$ cat src/pkg/rbs_pkg.sv
package rbs_pkg;
  // clock and timing
  localparam int unsigned CLK_HZ = 125_000_000;
  localparam int unsigned POWER_UP_DELAY_TIMER_MS = 64; // nominal power-up delay
  localparam int unsigned POWER_UP_DELAY_TIMER_CYC = (CLK_HZ / 1000) * POWER_UP_DELAY_TIMER_MS;
  localparam int unsigned FILT_NS = 1000; // brown-out filter time
  localparam int unsigned FILT_CYC = (FILT_NS * 125 + 999) / 1000;
  localparam int unsigned START_CYC = 10; // cycles after pin release
  localparam int unsigned CNT_W = 24;
  localparam logic [CNT_W-1:0] FILT_CNT = CNT_W'(FILT_CYC);
  localparam logic [CNT_W-1:0] START_CNT = CNT_W'(START_CYC);
  localparam logic [CNT_W-1:0] CNT_ONE = 24'h000001;
  localparam logic [CNT_W-1:0] CNT_ZERO = 24'h000000;
  // register map (byte addresses)
  localparam logic [11:0] ADDR_CTRL = 12'h000;
  localparam logic [11:0] ADDR_STAT = 12'h004;
  // brownout_control fields
  localparam int unsigned SWEN_BIT = 7;
  localparam int unsigned FS_BIT = 6;
  localparam int unsigned RDY_BIT = 0;
  localparam logic SWEN_RST = 1'b1;
  localparam logic FS_RST = 1'b0;
  // status register fields
  localparam int unsigned ST_HOLD_BIT = 0;
  localparam int unsigned ST_BOR_BIT = 1;
  localparam int unsigned ST_POWER_UP_DELAY_TIMER_BIT = 2;
  localparam int unsigned ST_ACT_BIT = 3;
  // brownout_mode_select encodings
  localparam logic [1:0] MODE_ON = 2'h3;
  localparam logic [1:0] MODE_NOSLEEP = 2'h2;
  localparam logic [1:0] MODE_SW = 2'h1;
  localparam logic [1:0] MODE_OFF = 2'h0;
  typedef enum logic [1:0] {ST_HOLD, ST_POWER_UP_DELAY_TIMER, ST_WAIT, ST_RUN} rbs_state_t;
endpackage

$ cat src/core/rbs_top.sv
// Operation
// - any reset source holds device in reset
// - hold reset while power-on detector low
// - power-up delay nominal 64 ms
// - hold reset while power-up delay runs
// - delay enabled when disable_n bit cleared
// - delay starts after power-on and brown-out release
// - two-bit mode field selects brown-out mode
// - brown-out only after filtered low supply
// - modes 11/10 start-up waits ready and supply
// - mode 11 active in sleep, no wake delay
// - mode 10 off in sleep, wake waits ready; sleep only gates the detector here, cpu_run_enable stays set on wake
// - mode 01 start-up waits only with enable set
// - mode 01 follows software enable only
// - execution waits ready when detector forced on
// - forced-on detector ready before cpu runs
// - enable bit 7 resets to 1 on power/brown-out
// - enable bit inert outside mode 01
// - fast-start bit 6 forces band gap
// - fast-start inert in modes 11 and 00
// - ready at bit 0, bits 5..1 zero
// - level select drives analog trip level
// - low-power brown-out ORed into brown-out
// - run ten cycles after pin release
//
// The APB slave port and the address map were chosen for this implementation.
`timescale 1ns/100ps
`default_nettype none
module rbs_top #(
  parameter logic [23:0] POWER_UP_DELAY_TIMER_COUNT = 24'(rbs_pkg::POWER_UP_DELAY_TIMER_CYC)
) (
  input wire logic pclk,
  input wire logic presetn,
  input wire logic psel,
  input wire logic penable,
  input wire logic pwrite,
  input wire logic [11:0] paddr,
  input wire logic [31:0] pwdata,
  output logic [31:0] prdata,
  output logic pready,
  output logic pslverr,
  input wire logic power_on_ok,
  input wire logic brownout_low,
  input wire logic brownout_circuit_ready,
  input wire logic low_power_brownout,
  input wire logic external_reset_pin_n,
  input wire logic watchdog_reset,
  input wire logic reset_instr,
  input wire logic stack_overflow,
  input wire logic stack_underflow,
  input wire logic prog_mode_exit,
  input wire logic sleep_mode,
  input wire logic [1:0] brownout_mode_select,
  input wire logic power_up_delay_disable_n,
  input wire logic brownout_level_select,
  output logic device_reset,
  output logic cpu_run_enable,
  output logic brownout_enable,
  output logic bandgap_force_on,
  output logic brownout_level_low,
  output logic brownout_reset_flag
);

  typedef struct packed {
    // sequencer
    rbs_pkg::rbs_state_t state;
    logic [23:0] cnt;
    // supply dip filter
    logic [23:0] filt;
    logic bor;
    // software bits
    logic swen;
    logic fs;
    // bus answer
    logic [31:0] rdata;
    logic ready;
    logic err;
    // output copies
    logic rst;
    logic run;
    logic en;
    logic bg;
    logic lvl;
    logic borf;
  } rbs_regs_t;

  rbs_regs_t s_q;
  rbs_regs_t s_d;

  // decode used for both read and write paths
  function automatic logic hit(input logic [11:0] a, input logic [11:0] b);
    hit = (a == b);
  endfunction

  // detector on for a mode, software enable and sleep state
  function automatic logic mode_active(
    input logic [1:0] m,
    input logic sw,
    input logic slp
  );
    unique case (m)
      rbs_pkg::MODE_ON: mode_active = 1'b1;
      rbs_pkg::MODE_NOSLEEP: mode_active = !slp;
      rbs_pkg::MODE_SW: mode_active = sw;
      rbs_pkg::MODE_OFF: mode_active = 1'b0;
    endcase
  endfunction

  // start after any reset waits for the detector in this mode
  function automatic logic mode_waits(input logic [1:0] m, input logic sw);
    unique case (m)
      rbs_pkg::MODE_ON: mode_waits = 1'b1;
      rbs_pkg::MODE_NOSLEEP: mode_waits = 1'b1;
      rbs_pkg::MODE_SW: mode_waits = sw;
      rbs_pkg::MODE_OFF: mode_waits = 1'b0;
    endcase
  endfunction

  // modes in which the fast-start bit reaches the band gap
  function automatic logic fs_live(input logic [1:0] m);
    unique case (m)
      rbs_pkg::MODE_ON: fs_live = 1'b0;
      rbs_pkg::MODE_NOSLEEP: fs_live = 1'b1;
      rbs_pkg::MODE_SW: fs_live = 1'b1;
      rbs_pkg::MODE_OFF: fs_live = 1'b0;
    endcase
  endfunction

  // reset requests other than supply and programming exit
  localparam int unsigned NSRC = 5;

  logic det_on;
  logic main_bor;
  logic gen_bor;
  logic por_bor;
  logic pwr_hold;
  logic other_src;
  logic wait_rdy;
  logic acc;
  logic wr_done;
  logic wr_ctrl;
  logic wr_stat;
  logic rd_err;
  logic [31:0] rd_word;
  logic [NSRC-1:0] src_vec;
  logic [NSRC-1:0] src_any;
  logic delay_done;
  logic start_done;
  logic start_block;

  // detector enable per mode and sleep
  always_comb begin
    det_on = mode_active(brownout_mode_select, s_q.swen, sleep_mode);
    wait_rdy = mode_waits(brownout_mode_select, s_q.swen);
  end

  // brown-out chain into the power hold
  always_comb begin
    main_bor = s_q.bor && det_on && brownout_circuit_ready;
    gen_bor = main_bor || low_power_brownout;
    por_bor = !power_on_ok || gen_bor;
    pwr_hold = por_bor || prog_mode_exit;
  end

  // collect the remaining reset requests
  assign src_vec = {
    stack_underflow,
    stack_overflow,
    reset_instr,
    watchdog_reset,
    !external_reset_pin_n
  };

  // running or across the request vector
  for (genvar g = 0; g < NSRC; g++) begin : g_src
    if (g == 0) begin : g_first
      assign src_any[g] = src_vec[g];
    end else begin : g_next
      assign src_any[g] = src_any[g - 1] || src_vec[g];
    end
  end

  // any request at all
  assign other_src = src_any[NSRC-1];

  // sequencer compare points
  always_comb begin
    delay_done = (s_q.cnt == POWER_UP_DELAY_TIMER_COUNT - rbs_pkg::CNT_ONE);
    start_done = (s_q.cnt == rbs_pkg::START_CNT - rbs_pkg::CNT_ONE);
    start_block = other_src || (wait_rdy && (!brownout_circuit_ready || brownout_low));
  end

  // bus strobes for the access phase
  always_comb begin
    acc = psel && penable;
    wr_done = acc && s_q.ready && pwrite;
    wr_ctrl = wr_done && hit(paddr, rbs_pkg::ADDR_CTRL) && !pwr_hold;
    wr_stat = wr_done && hit(paddr, rbs_pkg::ADDR_STAT) && !gen_bor;
  end

  // read word for the addressed register
  always_comb begin
    rd_word = 32'h00000000;
    rd_err = 1'b0;
    if (hit(paddr, rbs_pkg::ADDR_CTRL)) begin
      rd_word[rbs_pkg::SWEN_BIT] = s_q.swen;
      rd_word[rbs_pkg::FS_BIT] = s_q.fs;
      rd_word[rbs_pkg::RDY_BIT] = brownout_circuit_ready && det_on;
    end else if (hit(paddr, rbs_pkg::ADDR_STAT)) begin
      rd_word[rbs_pkg::ST_HOLD_BIT] = s_q.rst;
      rd_word[rbs_pkg::ST_BOR_BIT] = s_q.borf;
      rd_word[rbs_pkg::ST_POWER_UP_DELAY_TIMER_BIT] = (s_q.state == rbs_pkg::ST_POWER_UP_DELAY_TIMER);
      rd_word[rbs_pkg::ST_ACT_BIT] = det_on;
    end else begin
      rd_err = 1'b1;
    end
  end

  always_comb begin
    s_d = s_q;
    // supply dip filter
    if (brownout_low && det_on) begin
      if (s_q.filt != rbs_pkg::FILT_CNT) begin
        s_d.filt = s_q.filt + rbs_pkg::CNT_ONE;
      end else begin
        s_d.bor = 1'b1;
      end
    end else begin
      s_d.filt = rbs_pkg::CNT_ZERO;
      s_d.bor = 1'b0;
    end
    // sequencer
    unique case (s_q.state)
      rbs_pkg::ST_HOLD: begin
        if (!pwr_hold) begin
          s_d.cnt = rbs_pkg::CNT_ZERO;
          if (power_up_delay_disable_n) begin
            s_d.state = rbs_pkg::ST_WAIT;
          end else begin
            s_d.state = rbs_pkg::ST_POWER_UP_DELAY_TIMER;
          end
        end
      end
      rbs_pkg::ST_POWER_UP_DELAY_TIMER: begin
        // counts regardless of pin state
        s_d.cnt = s_q.cnt + rbs_pkg::CNT_ONE;
        if (delay_done) begin
          s_d.state = rbs_pkg::ST_WAIT;
          s_d.cnt = rbs_pkg::CNT_ZERO;
        end
      end
      rbs_pkg::ST_WAIT: begin
        if (start_block) begin
          s_d.cnt = rbs_pkg::CNT_ZERO;
        end else if (start_done) begin
          s_d.state = rbs_pkg::ST_RUN;
        end else begin
          s_d.cnt = s_q.cnt + rbs_pkg::CNT_ONE;
        end
      end
      rbs_pkg::ST_RUN: begin
        if (other_src) begin
          s_d.state = rbs_pkg::ST_WAIT;
          s_d.cnt = rbs_pkg::CNT_ZERO;
        end
      end
    endcase
    // supply and programming exit force the hold
    if (pwr_hold) begin
      s_d.state = rbs_pkg::ST_HOLD;
      s_d.swen = rbs_pkg::SWEN_RST;
      s_d.fs = rbs_pkg::FS_RST;
      s_d.cnt = rbs_pkg::CNT_ZERO;
    end
    // sticky brown-out flag
    if (gen_bor) begin
      s_d.borf = 1'b1;
    end
    // apb slave, answer in the first access cycle
    s_d.ready = 1'b0;
    s_d.err = 1'b0;
    s_d.rdata = 32'h00000000;
    if (psel && !penable) begin
      s_d.rdata = rd_word;
      s_d.err = rd_err;
      s_d.ready = 1'b1;
    end else if (acc) begin
      s_d.rdata = s_q.rdata;
      s_d.err = s_q.err;
    end
    if (wr_ctrl) begin
      s_d.swen = pwdata[rbs_pkg::SWEN_BIT];
      s_d.fs = pwdata[rbs_pkg::FS_BIT];
    end
    if (wr_stat) begin
      s_d.borf = s_q.borf && !pwdata[rbs_pkg::ST_BOR_BIT]; // set wins over clear
    end
    // registered outputs
    s_d.rst = (s_d.state != rbs_pkg::ST_RUN);
    s_d.run = (s_d.state == rbs_pkg::ST_RUN);
    s_d.en = det_on;
    s_d.bg = s_q.fs && fs_live(brownout_mode_select);
    s_d.lvl = brownout_level_select;
  end

  // single state register
  always_ff @(posedge pclk or negedge presetn) begin
    if (!presetn) begin
      s_q.state <= rbs_pkg::ST_HOLD;
      s_q.cnt <= rbs_pkg::CNT_ZERO;
      s_q.filt <= rbs_pkg::CNT_ZERO;
      s_q.bor <= 1'b0;
      s_q.swen <= rbs_pkg::SWEN_RST;
      s_q.fs <= rbs_pkg::FS_RST;
      s_q.rdata <= 32'h00000000;
      s_q.ready <= 1'b0;
      s_q.err <= 1'b0;
      s_q.rst <= 1'b1;
      s_q.run <= 1'b0;
      s_q.en <= 1'b0;
      s_q.bg <= 1'b0;
      s_q.lvl <= 1'b0;
      s_q.borf <= 1'b0;
    end else begin
      s_q <= s_d;
    end
  end

  // bus answer
  assign prdata = s_q.rdata;
  assign pready = s_q.ready;
  assign pslverr = s_q.err;

  // sequencer outputs
  assign device_reset = s_q.rst;
  assign cpu_run_enable = s_q.run;

  // detector controls
  assign brownout_enable = s_q.en;
  assign bandgap_force_on = s_q.bg;
  assign brownout_level_low = s_q.lvl;
  assign brownout_reset_flag = s_q.borf;

endmodule // rbs_top
`default_nettype wire

$ cat config.mk
export PLATFORM = sky130hd
export DESIGN_NAME = rbs_top
export DESIGN_NICKNAME = d
export VERILOG_FILES = /design/src/pkg/rbs_pkg.sv /design/src/core/rbs_top.sv
export SDC_FILE = /design/constraint.sdc
export NUM_CORES = 1
export LEC_CHECK = 0
export BUFFER_PORTS_ARGS = -buffer_cell sky130_fd_sc_hd__buf_2
export CORE_MARGIN = 4
export CORE_UTILIZATION = 45
export DETAILED_ROUTE_END_ITERATION = 12
export PLACE_DENSITY = 0.75
export SLEW_MARGIN = 5
export SYNTH_ARGS = -nofsm -noshare
export SYNTH_HDL_FRONTEND = slang
export SYNTH_SLANG_ARGS = --single-unit
$ cat constraint.sdc
create_clock -name pclk -period 5.6 [get_ports pclk]
set_input_delay 1.12 -clock pclk [delete_from_list [all_inputs] [get_ports pclk]]
set_output_delay 1.12 -clock pclk [all_outputs]
set_load 0.03 [all_outputs]
# Word level (Yosys, flattened, before mapping)
# Cells that the tools add are included.
op_classes:
  eq_ne: 17
  addsub: 2
  n_mux: 30
  reduce_logical: 41
op_table:
  columns: ["op", "count"]
  rows:
  - ["26-bit one-hot mux with 4 select lines", 1]
  - ["26-bit two-way mux", 3]
  - ["24-bit two-way mux", 3]
  - ["32-bit two-way mux", 2]
  - ["24-bit by 1-bit adder with 24-bit output, second input constant", 2]
  - ["25-bit two-way mux", 1]
  - ["24-bit by 23-bit == test with 1-bit output, second input constant", 1]
  - ["24-bit by 4-bit == test with 1-bit output, second input constant", 1]
  - ["24-bit by 7-bit inequality test with 1-bit output, second input constant", 1]
  - ["1-bit logical AND", 15]
  - ["12-bit by 3-bit == test with 1-bit output, second input constant", 1]
  - ["12-bit logical NOT", 1]
  - ["2-bit two-way mux", 6]
  - ["2-bit == test, second input constant", 5]
  - ["1-bit logical OR", 9]
  - ["1-bit two-way mux", 9]
  - ["1-bit logical NOT", 8]
  - ["2-bit OR reduction", 3]
  - ["2-bit by 1-bit == test with 1-bit output, second input constant", 2]
  - ["2-bit logical NOT", 2]
  - ["4-bit two-way mux", 1]
  - ["2-bit by 1-bit inequality test with 1-bit output, second input constant", 2]
  - ["2-bit inequality test, second input constant", 2]
  - ["4-bit inequality test, second input constant", 1]
  - ["other kinds (7)", 8]
totals:
  inputBits: 64
  wordCells: 105
  register_bits: 93
  out_inout_bits: 40

# Logic depth before layout (Yosys ltp)
# Gate-level depths: netlist of run 1.
logic_depth:
  ltp_word: 10
  depth_mapped: 11
  mapped_depth_nobuf: 9

# Least setup slack after synthesis of run 1
# No wires, ideal clock.
synth_path:
  path_type: "input -> register"
  start: "input brownout_mode_select[1]"
  end: "register s_q[70] in the netlist's numbering"
  cell_stages: 9
  slack_ns: 2.858
  path_buffers: 1
  arrival_ns: 2.647
  cell_sequence: "inv_1 > ha_1 > and2_1 > o22ai_1 > nor3b_1 > o21a_1 > buf_6 > nand2_1 > o31ai_1"
synth_between:
  elab_chain_cells: 9
  word_cells_on_any_way: 20
  classes_between: "eq/ne: 5; mux: 5; reduce/logical: 10"
synth_lines:
  columns: ["element", "line", "source"]
  rows:
  - ["start: declaration", "rbs_top.sv:53", "input wire logic [1:0] brownout_mode_select,"]
  - ["2-bit by 1-bit == test with 1-bit output (tied with other cells)", "rbs_top.sv:101, rbs_top.sv:111", null]
  - ["1-bit one-hot mux with 4 select lines", "rbs_top.sv:101", "unique case (m)"]
  - ["1-bit logical AND (2 in a row)", "rbs_top.sv:159", "main_bor = s_q.bor && det_on && brownout_circuit_ready;"]
  - ["1-bit logical OR", "rbs_top.sv:160", "gen_bor = main_bor || low_power_brownout;"]
  - ["1-bit logical OR", "rbs_top.sv:161", "por_bor = !power_on_ok || gen_bor;"]
  - ["1-bit logical OR", "rbs_top.sv:162", "pwr_hold = por_bor || prog_mode_exit;"]
  - ["4-bit inequality test (no source line) / 3-bit inequality test (equally long branches)", null, null]
  - ["2-bit AND reduction (no source line)", null, null]
  - ["end: declaration", "rbs_top.sv:87", "rbs_regs_t s_q;"]
# Parallel ways exist; a longest one is shown, timed or not.
# A chain may end at the register's enable or synchronous reset.

# Worst setup path after layout of run 1
layout_path:
  start: "input brownout_mode_select[1]"
  end: "register s_q[75] in the netlist's numbering"
# The elaborated chain is that of the path after synthesis.

==> results of run 1 <==
## state kept, by name, summed over array words and instances, names as in the netlist
name and cells:
device_reset 1, brownout_enable 1, brownout_level_low 1, bandgap_force_on 1
prdata 6, cpu_run_enable 1, pready 1, s_q 53
brownout_reset_flag 1, pslverr 1
## cell usage in the layout, fill, tap and decap left out, types with 5 or more instances in the layout
cell / n
nand3_1: 25
nor2_1: 43
or3_1: 5
a21o_1: 8
nand4_1: 15
xor2_1: 16
nor3_1: 12
a21oi_1: 8
ha_1: 8
o21ai_2: 8
o21ai_0: 12
nor2b_1: 8
and3_1: 8
a22o_1: 13
nor4_1: 7
and2_1: 6
dfrtp_1: 65
conb_1: 26
inv_1: 15
buf_2: 48
and4_1: 6
clkbuf_8: 9
nand2_1: 29
## metal layers
| metal | up-vias | share of wire, % | global-route usage [%] |
|---|---|---|---|
| li1 | 1495 | - | - |
| met1 | 1508 | 43 | 20.3 |
| met2 | 65 | 51 | 28.9 |
| met3 | 9 | 4.6 | 4.43 |
| met4 | 0 | 1.3 | 5.73 |
| met5 | - | 0 | 0 |
## stage by stage
step / power (mW) / area [um2] / std cells / worst slack [ps] / hold slack (ps)
3_5_place_dp: 0.573 / 4070 / 550 / 1890 / 529
2_1_floorplan: 0.557 / 3990 / 436 / 2860 / 479
3_3_place_gp: 0.572 / 4070 / 550 / 1960 / 509
5_1_grt: 1.02 / 4270 / 566 / 2050 / 564
6_report: 0.975 / 4270 / 566 / 2270 / 543
4_1_cts: 0.987 / 4270 / 566 / 2250 / 549
## cell type report
class                   instances  share of cell area (%)
flip-flops and latches         67                    39.3
clock inverters                 7                    1.76
inverters                      16                    1.46
well taps                     105                    3.08
repair buffers                 51                    6.15
clock buffers                   9                    2.90
multi-input cells             311                    45.3
## kinds of logic (layout without fill, tap and decap cells)
logic type | count (synthesis) | after routing
XOR/XNOR | 20 | 20
multiplexers | 2 | 2
flip-flops | 67 | 67
AO/OA/AOI/OAI | 72 | 72
AND/OR/NAND/NOR | 183 | 183
other | 1 | 26
buffers and inverters | 58 | 83
adder cells (fa/ha/maj) | 8 | 8
## final timing paths
check	to	slack, ps	startpoint	cells past startpoint
worst max-delay path	s_q[75]	2270	brownout_mode_select[1]	10
worst min-delay path	s_q[66]	540	s_q[66]	2
worst max register to register	s_q[68]	2910	s_q[72]	8
worst min register to register	s_q[66]	540	s_q[66]	2
max in group asynchronous	device_reset	3860	presetn	2
min in group asynchronous	s_q[42]	790	presetn	1
## power groups by stage
stage | registers, mW | clock network, mW | logic (mW)
finish | 0.490 | 0.412 | 0.0732
global route | 0.490 | 0.445 | 0.0814
CTS | 0.490 | 0.423 | 0.0742
detailed placement | 0.499 | 0 | 0.0741
global placement | 0.499 | 0 | 0.0731
floorplan | 0.503 | 0 | 0.0544
## worst reg2reg max path, stage by stage (launching register included)
cell	delay, ps
dfrtp_1	430
or4_1	550
nor4_1	320
a31oi_1	170
nor3_2	190
buf_4	300
inv_4	150
nand2_1	310
o22ai_1	140
==> results.sh, run 1 <==
export IMPL_worst_path_max_fanout=14
export IMPL_finalSetupViolCount=0
export IMPL_number_of_global_route_vias_before_repair=2998
export IMPL_synth_xor_xnor_area_share_pct=4.49
export IMPL_final_max_slew_viol_count=0
export IMPL_power_density_cells_nw_per_um2=228
export IMPL_peakVddDrop_uv=127
export IMPL_synth_warning_count=0
export IMPL_path_buf_inv=3
export IMPL_core_region_area_um2=8340
export IMPL_clock_insertion_delay_worst_skew_ps=350
export IMPL_wl_per_cell_um=14.5
export IMPL_design_final_nets=528
export IMPL_setup_repair_after_global_routing_missed_its_margin="false"
export IMPL_edff_count_synth=0
export IMPL_critical_path_startpoint_type="input port"
export IMPL_final_fill_count=778
export IMPL_synth_adder_area_share_pct=2.57
export IMPL_drive_above_1_share_pct=19.1
export IMPL_status="complete, no violations"
export IMPL_die_width_um=101
export IMPL_rows=33
export IMPL_finalClockSkew_ps=12.7
export IMPL_synth_area_leader_cell="dfrtp_1"
export IMPL_worstPathArrival_ps=3610
export IMPL_clock_power_share_pct=42.3
export IMPL_clock_tree_root_cell="clkbuf_8"
export IMPL_combinationalPowerShare_pct=7.5
export IMPL_number_of_setup_buffers_added_after_cts=0
export IMPL_portBuffers=48
export IMPL_final_seq_area_um2=1680
export IMPL_yosys_top_cells_area="dfrtp_1 (42%), buf_4 (6.4%), nor2_1 (4.1%), xor2_1 (3.6%), nand3_1 (3.2%)"
export IMPL_timing_critical_path_max_delay_family="simple AND/OR/NAND/NOR gates"
export IMPL_cts_reportedPaths_clkPinSlew_ps=80
export IMPL_wire_length_of_the_first_global_routing_pass_um=13800
export IMPL_endpoint_class_of_the_critical_path="register"
export IMPL_tritoncts="built"
export IMPL_globalplace_congestion=0.806
export IMPL_combinational_family_with_the_most_area_after_synthesis="simple AND/OR/NAND/NOR gates"
export IMPL_firstDrtPassIters=4
export IMPL_starting_utilization_of_the_core_area_pct=46.7
export IMPL_slowest_delay_ps=810
export IMPL_synth_main_ff_cell="dfrtp_1"
export IMPL_number_of_failing_hold_endpoints_at_the_final_stage=0
export IMPL_cts_made_buffers=9
export IMPL_yosysUniqueCellTypes=52
export IMPL_cts_sink_count=67
export IMPL_crit_type="in -> reg"
export IMPL_swShare_pct=26.8
export IMPL_synth_seq_cells=67
export IMPL_min_delay_path_class="reg -> reg"
export IMPL_maxClockFrequency_mhz=301
export IMPL_buffer_depth_of_the_longest_clock_path=2
export IMPL_vias_per_cell=5.44
export IMPL_fin_util_pct=51.2
export IMPL_cts_htree_levels=3
export IMPL_postSynthAreaPerCell_um2=9.48
export IMPL_post_route_min_period_ps=3330
export IMPL_hold_buffers=0
export IMPL_post_synth_mux_area_share_pct=0.514
export IMPL_power_share_sequential_pct=50.2
export IMPL_synth_seq_area_share_pct=43.1
export IMPL_internal_power_mw=0.713
export IMPL_post_route_wl_um=8190
export IMPL_flow_area_growth_from_synthesis_pct=9.60
export IMPL_synth_top_cells_by_count="dfrtp_1 (65), nor2_1 (43), buf_4 (33)"
export IMPL_overflow=0
export IMPL_die_height_um=101
export IMPL_synthesis_area_um2=3900
export IMPL_drv_max_cap_violation_count=0
export IMPL_dpl_hpwl_um=5860
export IMPL_worst_ep_required_time_ps=5880
export IMPL_worst_pin_slew_ps=1050
export IMPL_total_die_area_um2=10200
export IMPL_period_share_pct=59.4
export IMPL_drtAntennaViolNets=0
export IMPL_post_route_drc_count=0
export IMPL_cell_with_the_most_instances_after_synthesis="dfrtp_1"
export IMPL_synth_compound_area_share_pct=14.9
export IMPL_crit_chain="buf_2, inv_1, ha_1, and2_1, o22ai_1, nor3b_1, o21ai_2, buf_4, nor2_1, a22o_1"
export IMPL_final_setup_tns_ps=0
export IMPL_maximum_number_of_pins_on_one_net_before_global_route_repair=39
export IMPL_synth_cells=411
export IMPL_diodes=0
export IMPL_vias=3077
export IMPL_cts_repair_resize_count=0
export IMPL_synthSimpleGateAreaFrac_pct=24.7
export IMPL_cpMaxStageDelayCell="nor2_1"
export IMPL_number_of_ports_placed_on_the_die_boundary=104
export IMPL_first_iter_violations=114
export IMPL_multi_input_area_um2=1940
export IMPL_post_synth_top_area_fraction_pct=41.7
export IMPL_asyncSetResetFlopFracSynth_pct=100
export IMPL_power_static_leakage_nw=1.99
export IMPL_grt_total_usage_pct=16.8
export IMPL_initial_antenna_violation_count=0
export IMPL_slew_headroom_pct=29.5
export IMPL_power_switching_mw=0.262
(Power assumes the default switching activity.)
==> run 2: changes to the inputs <==
==> constraint.sdc (replaced) <==
create_clock -name pclk -period 3.45 [get_ports pclk]
set_input_delay 0.69 -clock pclk [delete_from_list [all_inputs] [get_ports pclk]]
set_output_delay 0.69 -clock pclk [all_outputs]
set_load 0.03 [all_outputs]
==> results.sh, run 2 (synthesis results as in run 1) <==
export IMPL_power_share_sequential_pct=53.8
export IMPL_firstDrtPassIters=4
export IMPL_design_final_nets=533
export IMPL_cpMaxStageDelayCell="o21ai_2"
export IMPL_tritoncts="built"
export IMPL_clock_power_share_pct=38.0
export IMPL_diodes=0
export IMPL_worst_r2r_setup_slack_ps=500
export IMPL_mostFrequentLayoutCell="dfrtp_1"
export IMPL_reg2reg_from="s_q[67]"
export IMPL_power_switching_mw=0.402
export IMPL_final_max_slew_viol_count=0
export IMPL_dpl_hpwl_um=5870
export IMPL_wire_length_of_the_first_global_routing_pass_um=13800
export IMPL_overflow=0
export IMPL_worst_ep_required_time_ps=3680
export IMPL_starting_utilization_of_the_core_area_pct=46.7
export IMPL_total_power_mw=1.48
export IMPL_worst_path_max_fanout=13
export IMPL_dp_worst_setup_slack_ps=525
export IMPL_internal_power_mw=1.07
export IMPL_total_die_area_um2=10200
export IMPL_core_region_area_um2=8340
export IMPL_vias=3107
export IMPL_finalClockSkew_ps=10.8
export IMPL_maximum_number_of_pins_on_one_net_before_global_route_repair=28
export IMPL_status="complete, no violations"
export IMPL_combinationalPowerShare_pct=8.1
export IMPL_crit_type="reg -> reg"
export IMPL_clock_tree_root_cell="clkbuf_8"
export IMPL_worst_r2r_endpoint="s_q[72]"
export IMPL_peakVddDrop_uv=214
export IMPL_final_fill_count=774
export IMPL_worstPathArrival_ps=3180
export IMPL_reg2regPathDepth=8
export IMPL_cts_reportedPaths_clkPinSlew_ps=80
export IMPL_buffer_depth_of_the_longest_clock_path=2
export IMPL_finalSetupViolCount=0
export IMPL_power_density_cells_nw_per_um2=346
export IMPL_number_of_ports_placed_on_the_die_boundary=104
export IMPL_cts_made_buffers=9
export IMPL_first_iter_violations=94
export IMPL_portBuffers=48
export IMPL_grt_total_usage_pct=16.8
export IMPL_final_cell_mix="dfrtp_1 (65), buf_2 (48), nor2_1 (43), nand2_1 (29), conb_1 (26)"
export IMPL_power_static_leakage_nw=2.00
export IMPL_drtAntennaViolNets=0
export IMPL_number_of_global_route_vias_before_repair=2974
export IMPL_post_route_wl_um=8030
export IMPL_post_route_min_period_ps=2950
export IMPL_cts_repair_resize_count=0
export IMPL_globalplace_congestion=0.816
export IMPL_swShare_pct=27.2
export IMPL_hold_buffers=0
export IMPL_endpoint_class_of_the_critical_path="register"
export IMPL_min_delay_path_class="in -> async"
export IMPL_crit_chain="ha_1, nand4_1, or3_4, o31a_1, o21ai_2, nor2_1, buf_4, a22o_1"
export IMPL_die_height_um=101
export IMPL_vias_per_cell=5.45
export IMPL_wl_per_cell_um=14.1
export IMPL_drv_max_cap_violation_count=0
export IMPL_critical_path_startpoint_type="register"
export IMPL_die_width_um=101
export IMPL_flow_area_growth_from_synthesis_pct=9.53
export IMPL_initial_antenna_violation_count=0
export IMPL_slowest_delay_ps=700
export IMPL_rows=33
export IMPL_period_share_pct=85.4
export IMPL_slew_headroom_pct=42.0
export IMPL_maxClockFrequency_mhz=339
export IMPL_critPathLaunch="s_q[67]"
export IMPL_worst_pin_slew_ps=870
export IMPL_setup_repair_after_global_routing_missed_its_margin="false"
export IMPL_number_of_setup_buffers_added_after_cts=0
export IMPL_cts_sink_count=67
export IMPL_setup_slack_ps=502
export IMPL_clock_insertion_delay_worst_skew_ps=350
export IMPL_largest_register="s_q"
export IMPL_number_of_failing_hold_endpoints_at_the_final_stage=0
export IMPL_post_route_drc_count=0
export IMPL_drive_above_1_share_pct=19.6
export IMPL_cts_htree_levels=3
export IMPL_final_setup_tns_ps=0
export IMPL_largest_reg_flops=53
export IMPL_finalHoldWorstSlack_ps=335
-- run 2: cell types whose count changed in the layout (fill, tap and decap cells not counted), sizes merged --
cell and delta:
buf +5, bufinv -1, clkbuf +1, clkinvlp +1
inv -2
-- run 2: power groups by stage --
stage | registers, mW | clock network (mW) | logic [mW]
6_report | 0.795 | 0.562 | 0.120
5_1_grt | 0.795 | 0.612 | 0.134
4_1_cts | 0.795 | 0.579 | 0.121
3_5_place_dp | 0.810 | 0 | 0.121
3_3_place_gp | 0.810 | 0 | 0.120
2_1_floorplan | 0.816 | 0 | 0.0883
-- run 2: layout make-up --
type | instances | area, um2 | area share (%)
Clock buffer | 10 | 128 | 2.99
Inverter | 16 | 62.6 | 1.47
Sequential cell | 67 | 1680 | 39.3
Clock inverter | 5 | 31.3 | 0.733
Tap cell | 105 | 131 | 3.08
Multi-Input combinational cell | 311 | 1940 | 45.4
Timing Repair Buffer | 56 | 300 | 7.03
-- run 2: critical path, delay by kind of cell (launching register included) --
| kind | cells | cell delay, ps |
|---|---|---|
| compound gates | 3 | 1230 |
| simple gates | 3 | 690 |
| flops | 1 | 440 |
| fa+ha+maj | 1 | 250 |
| buf+inv | 1 | 220 |
-- run 2: stage by stage --
stage          std cells  utilization [%]  instance area (um2)
5_1_grt              570             51.2                 4270
3_3_place_gp         555             49.3                 4110
3_5_place_dp         555             49.3                 4110
2_1_floorplan        436                -                 3990
4_1_cts              570             51.2                 4270
6_report             570             51.2                 4270
-- run 2: layer usage --
| layer | part of all wire, % | routed length, um | track usage, % | up-vias |
|---|---|---|---|---|
| li1 | - | - | - | 1514 |
| met1 | 46 | 3670 | 21.9 | 1519 |
| met2 | 48 | 3890 | 26.7 | 59 |
| met3 | 4.1 | 332 | 3.74 | 15 |
| met4 | 1.7 | 138 | 7.46 | 0 |
| met5 | 0 | 0 | 0 | - |
-- run 2: how the worst max path moves through the flow --
stage                     depth (start not counted)  endpoint
after global routing                              8   s_q[75]
after detailed placement                          8   s_q[73]
after global placement                            8   s_q[73]
after floorplan                                   9   s_q[70]
final                                             8   s_q[72]
after CTS                                         8   s_q[71]
==> run 3: changes to the inputs <==
--- a/config.mk
+++ b/config.mk
@@ -6,9 +6,11 @@
 export NUM_CORES = 1
 export LEC_CHECK = 0
 export BUFFER_PORTS_ARGS = -buffer_cell sky130_fd_sc_hd__buf_2
+export CAP_MARGIN = 30
 export CORE_MARGIN = 4
 export CORE_UTILIZATION = 45
 export DETAILED_ROUTE_END_ITERATION = 12
+export GPL_ROUTABILITY_DRIVEN = 0
 export PLACE_DENSITY = 0.75
 export SLEW_MARGIN = 5
 export SYNTH_ARGS = -nofsm -noshare
==> constraint.sdc (replaced) <==
create_clock -name pclk -period 3.1 [get_ports pclk]
set_input_delay 0.62 -clock pclk [delete_from_list [all_inputs] [get_ports pclk]]
set_output_delay 0.62 -clock pclk [all_outputs]
set_load 0.03 [all_outputs]
==> results.sh, run 3 (synthesis results as in run 1) <==
export IMPL_cts_made_buffers=9
export IMPL_status="complete, no violations"
export IMPL_die_width_um=101
export IMPL_crit_chain="or4_1, nor4_1, a31oi_1, nor3_2, nor2_1, buf_4, a22o_1"
export IMPL_swShare_pct=26.6
export IMPL_peakVddDrop_uv=237
export IMPL_die_height_um=101
export IMPL_critical_path_startpoint_type="register"
export IMPL_power_static_leakage_nw=2.02
export IMPL_grt_total_usage_pct=16.7
export IMPL_drtAntennaViolNets=0
export IMPL_starting_utilization_of_the_core_area_pct=46.7
export IMPL_dpl_hpwl_um=5810
export IMPL_reg2regPathDepth=7
export IMPL_path_buf_inv=1
export IMPL_tritoncts="built"
export IMPL_mostFrequentLayoutCell="dfrtp_1"
export IMPL_vias_per_cell=5.39
export IMPL_post_route_min_period_ps=2650
export IMPL_worstPathArrival_ps=2880
export IMPL_maxClockFrequency_mhz=377
export IMPL_number_of_failing_hold_endpoints_at_the_final_stage=0
export IMPL_finalClockSkew_ps=10.4
export IMPL_cts_repair_resize_count=0
export IMPL_portBuffers=48
export IMPL_postLayoutCellArea_um2=4320
export IMPL_setup_repair_after_global_routing_missed_its_margin="false"
export IMPL_crit_type="reg -> reg"
export IMPL_number_of_setup_buffers_added_after_cts=0
export IMPL_total_power_mw=1.76
export IMPL_post_route_wl_um=8040
export IMPL_detailed_place_area_um2=4120
export IMPL_wl_per_cell_um=14.1
export IMPL_slew_headroom_pct=63.1
export IMPL_flow_area_growth_from_synthesis_pct=10.9
export IMPL_period_share_pct=85.5
export IMPL_worst_path_max_fanout=9
export IMPL_firstDrtPassIters=6
export IMPL_min_delay_path_class="in -> async"
export IMPL_cpMaxStageDelayCell="or4_1"
export IMPL_power_share_sequential_pct=50.3
export IMPL_power_switching_mw=0.467
export IMPL_cts_sink_count=67
export IMPL_timing_critical_path_depth=7
export IMPL_post_route_drc_count=0
export IMPL_diodes=0
export IMPL_overflow=0
export IMPL_vias=3079
export IMPL_finalSetupViolCount=0
export IMPL_combinationalPowerShare_pct=7.8
export IMPL_hold_buffers=0
export IMPL_buffer_depth_of_the_longest_clock_path=2
export IMPL_worst_ep_required_time_ps=3330
export IMPL_wire_length_of_the_first_global_routing_pass_um=13700
export IMPL_endpoint_class_of_the_critical_path="register"
export IMPL_initial_antenna_violation_count=0
export IMPL_design_final_nets=533
export IMPL_first_iter_violations=109
export IMPL_slowest_delay_ps=550
export IMPL_clock_insertion_delay_worst_skew_ps=350
export IMPL_rows=33
export IMPL_final_fill_count=766
export IMPL_largest_register="s_q"
export IMPL_final_max_slew_viol_count=0
export IMPL_core_region_area_um2=8340
export IMPL_power_density_cells_nw_per_um2=407
export IMPL_final_cell_mix="dfrtp_1 (65), buf_2 (48), nor2_1 (43), nand2_1 (29), conb_1 (26)"
export IMPL_clock_tree_root_cell="clkbuf_8"
export IMPL_largest_reg_flops=53
export IMPL_number_of_global_route_vias_before_repair=3091
export IMPL_total_die_area_um2=10200
export IMPL_number_of_ports_placed_on_the_die_boundary=104
export IMPL_worst_pin_slew_ps=549
export IMPL_final_setup_tns_ps=0
export IMPL_drive_above_1_share_pct=20.0
export IMPL_maximum_number_of_pins_on_one_net_before_global_route_repair=68
export IMPL_cts_htree_levels=3
export IMPL_clock_power_share_pct=42.0
export IMPL_timing_critical_path_max_delay_family="simple AND/OR/NAND/NOR gates"
export IMPL_internal_power_mw=1.29
export IMPL_drv_max_cap_violation_count=0
export IMPL_cts_reportedPaths_clkPinSlew_ps=80
-- run 3: power by group through the flow --
stage / sequential, mW / combinational (mW) / clock, mW
6_report: 0.884 / 0.137 / 0.738
5_1_grt: 0.885 / 0.151 / 0.791
4_1_cts: 0.884 / 0.138 / 0.758
3_5_place_dp: 0.902 / 0.138 / 0
3_3_place_gp: 0.901 / 0.136 / 0
2_1_floorplan: 0.908 / 0.0983 / 0
-- run 3: final cells by class --
| cell class | instances | area [um2] | share of cell area [%] |
|---|---|---|---|
| repair buffers | 56 | 313 | 7.24 |
| multi-input cells | 311 | 1940 | 44.8 |
| inverters | 16 | 62.6 | 1.45 |
| well taps | 105 | 131 | 3.04 |
| clock buffers | 9 | 124 | 2.87 |
| clock inverters | 7 | 75.1 | 1.74 |
| flip-flops and latches | 67 | 1680 | 38.9 |
-- run 3: metal layers --
metal  up-vias  routed length (um)  share of wire [%]  global-route usage, %
met2        59                3930                 49                   28.5
li1       1515                   -                  -                      -
met4         0                 125                1.6                   5.52
met3        12                 381                4.7                   4.64
met1      1493                3590                 45                   20.1
met5         -                   0                  0                      0
-- run 3: per-stage QoR --
| step | worst slack (ps) | util, % | hold slack [ps] | std cells |
|---|---|---|---|---|
| finish | 449 | 51.8 | 271 | 571 |
| global route | 208 | 51.8 | 289 | 571 |
| CTS | 404 | 51.8 | 288 | 571 |
| detailed placement | 308 | 49.4 | 525 | 555 |
| global placement | 368 | 49.4 | 511 | 555 |
| floorplan | 855 | - | 324 | 436 |
-- run 3: final timing paths --
check | slack [ps] | endpoint | from
worst max-delay path | 450 | s_q[77] | s_q[72]
worst min-delay path | 270 | brownout_reset_flag | presetn
worst max register to register | 450 | s_q[77] | s_q[72]
worst min register to register | 550 | bandgap_force_on | s_q[40]
max in group asynchronous | 2500 | device_reset | presetn
min in group pclk | 380 | brownout_level_low | brownout_level_select
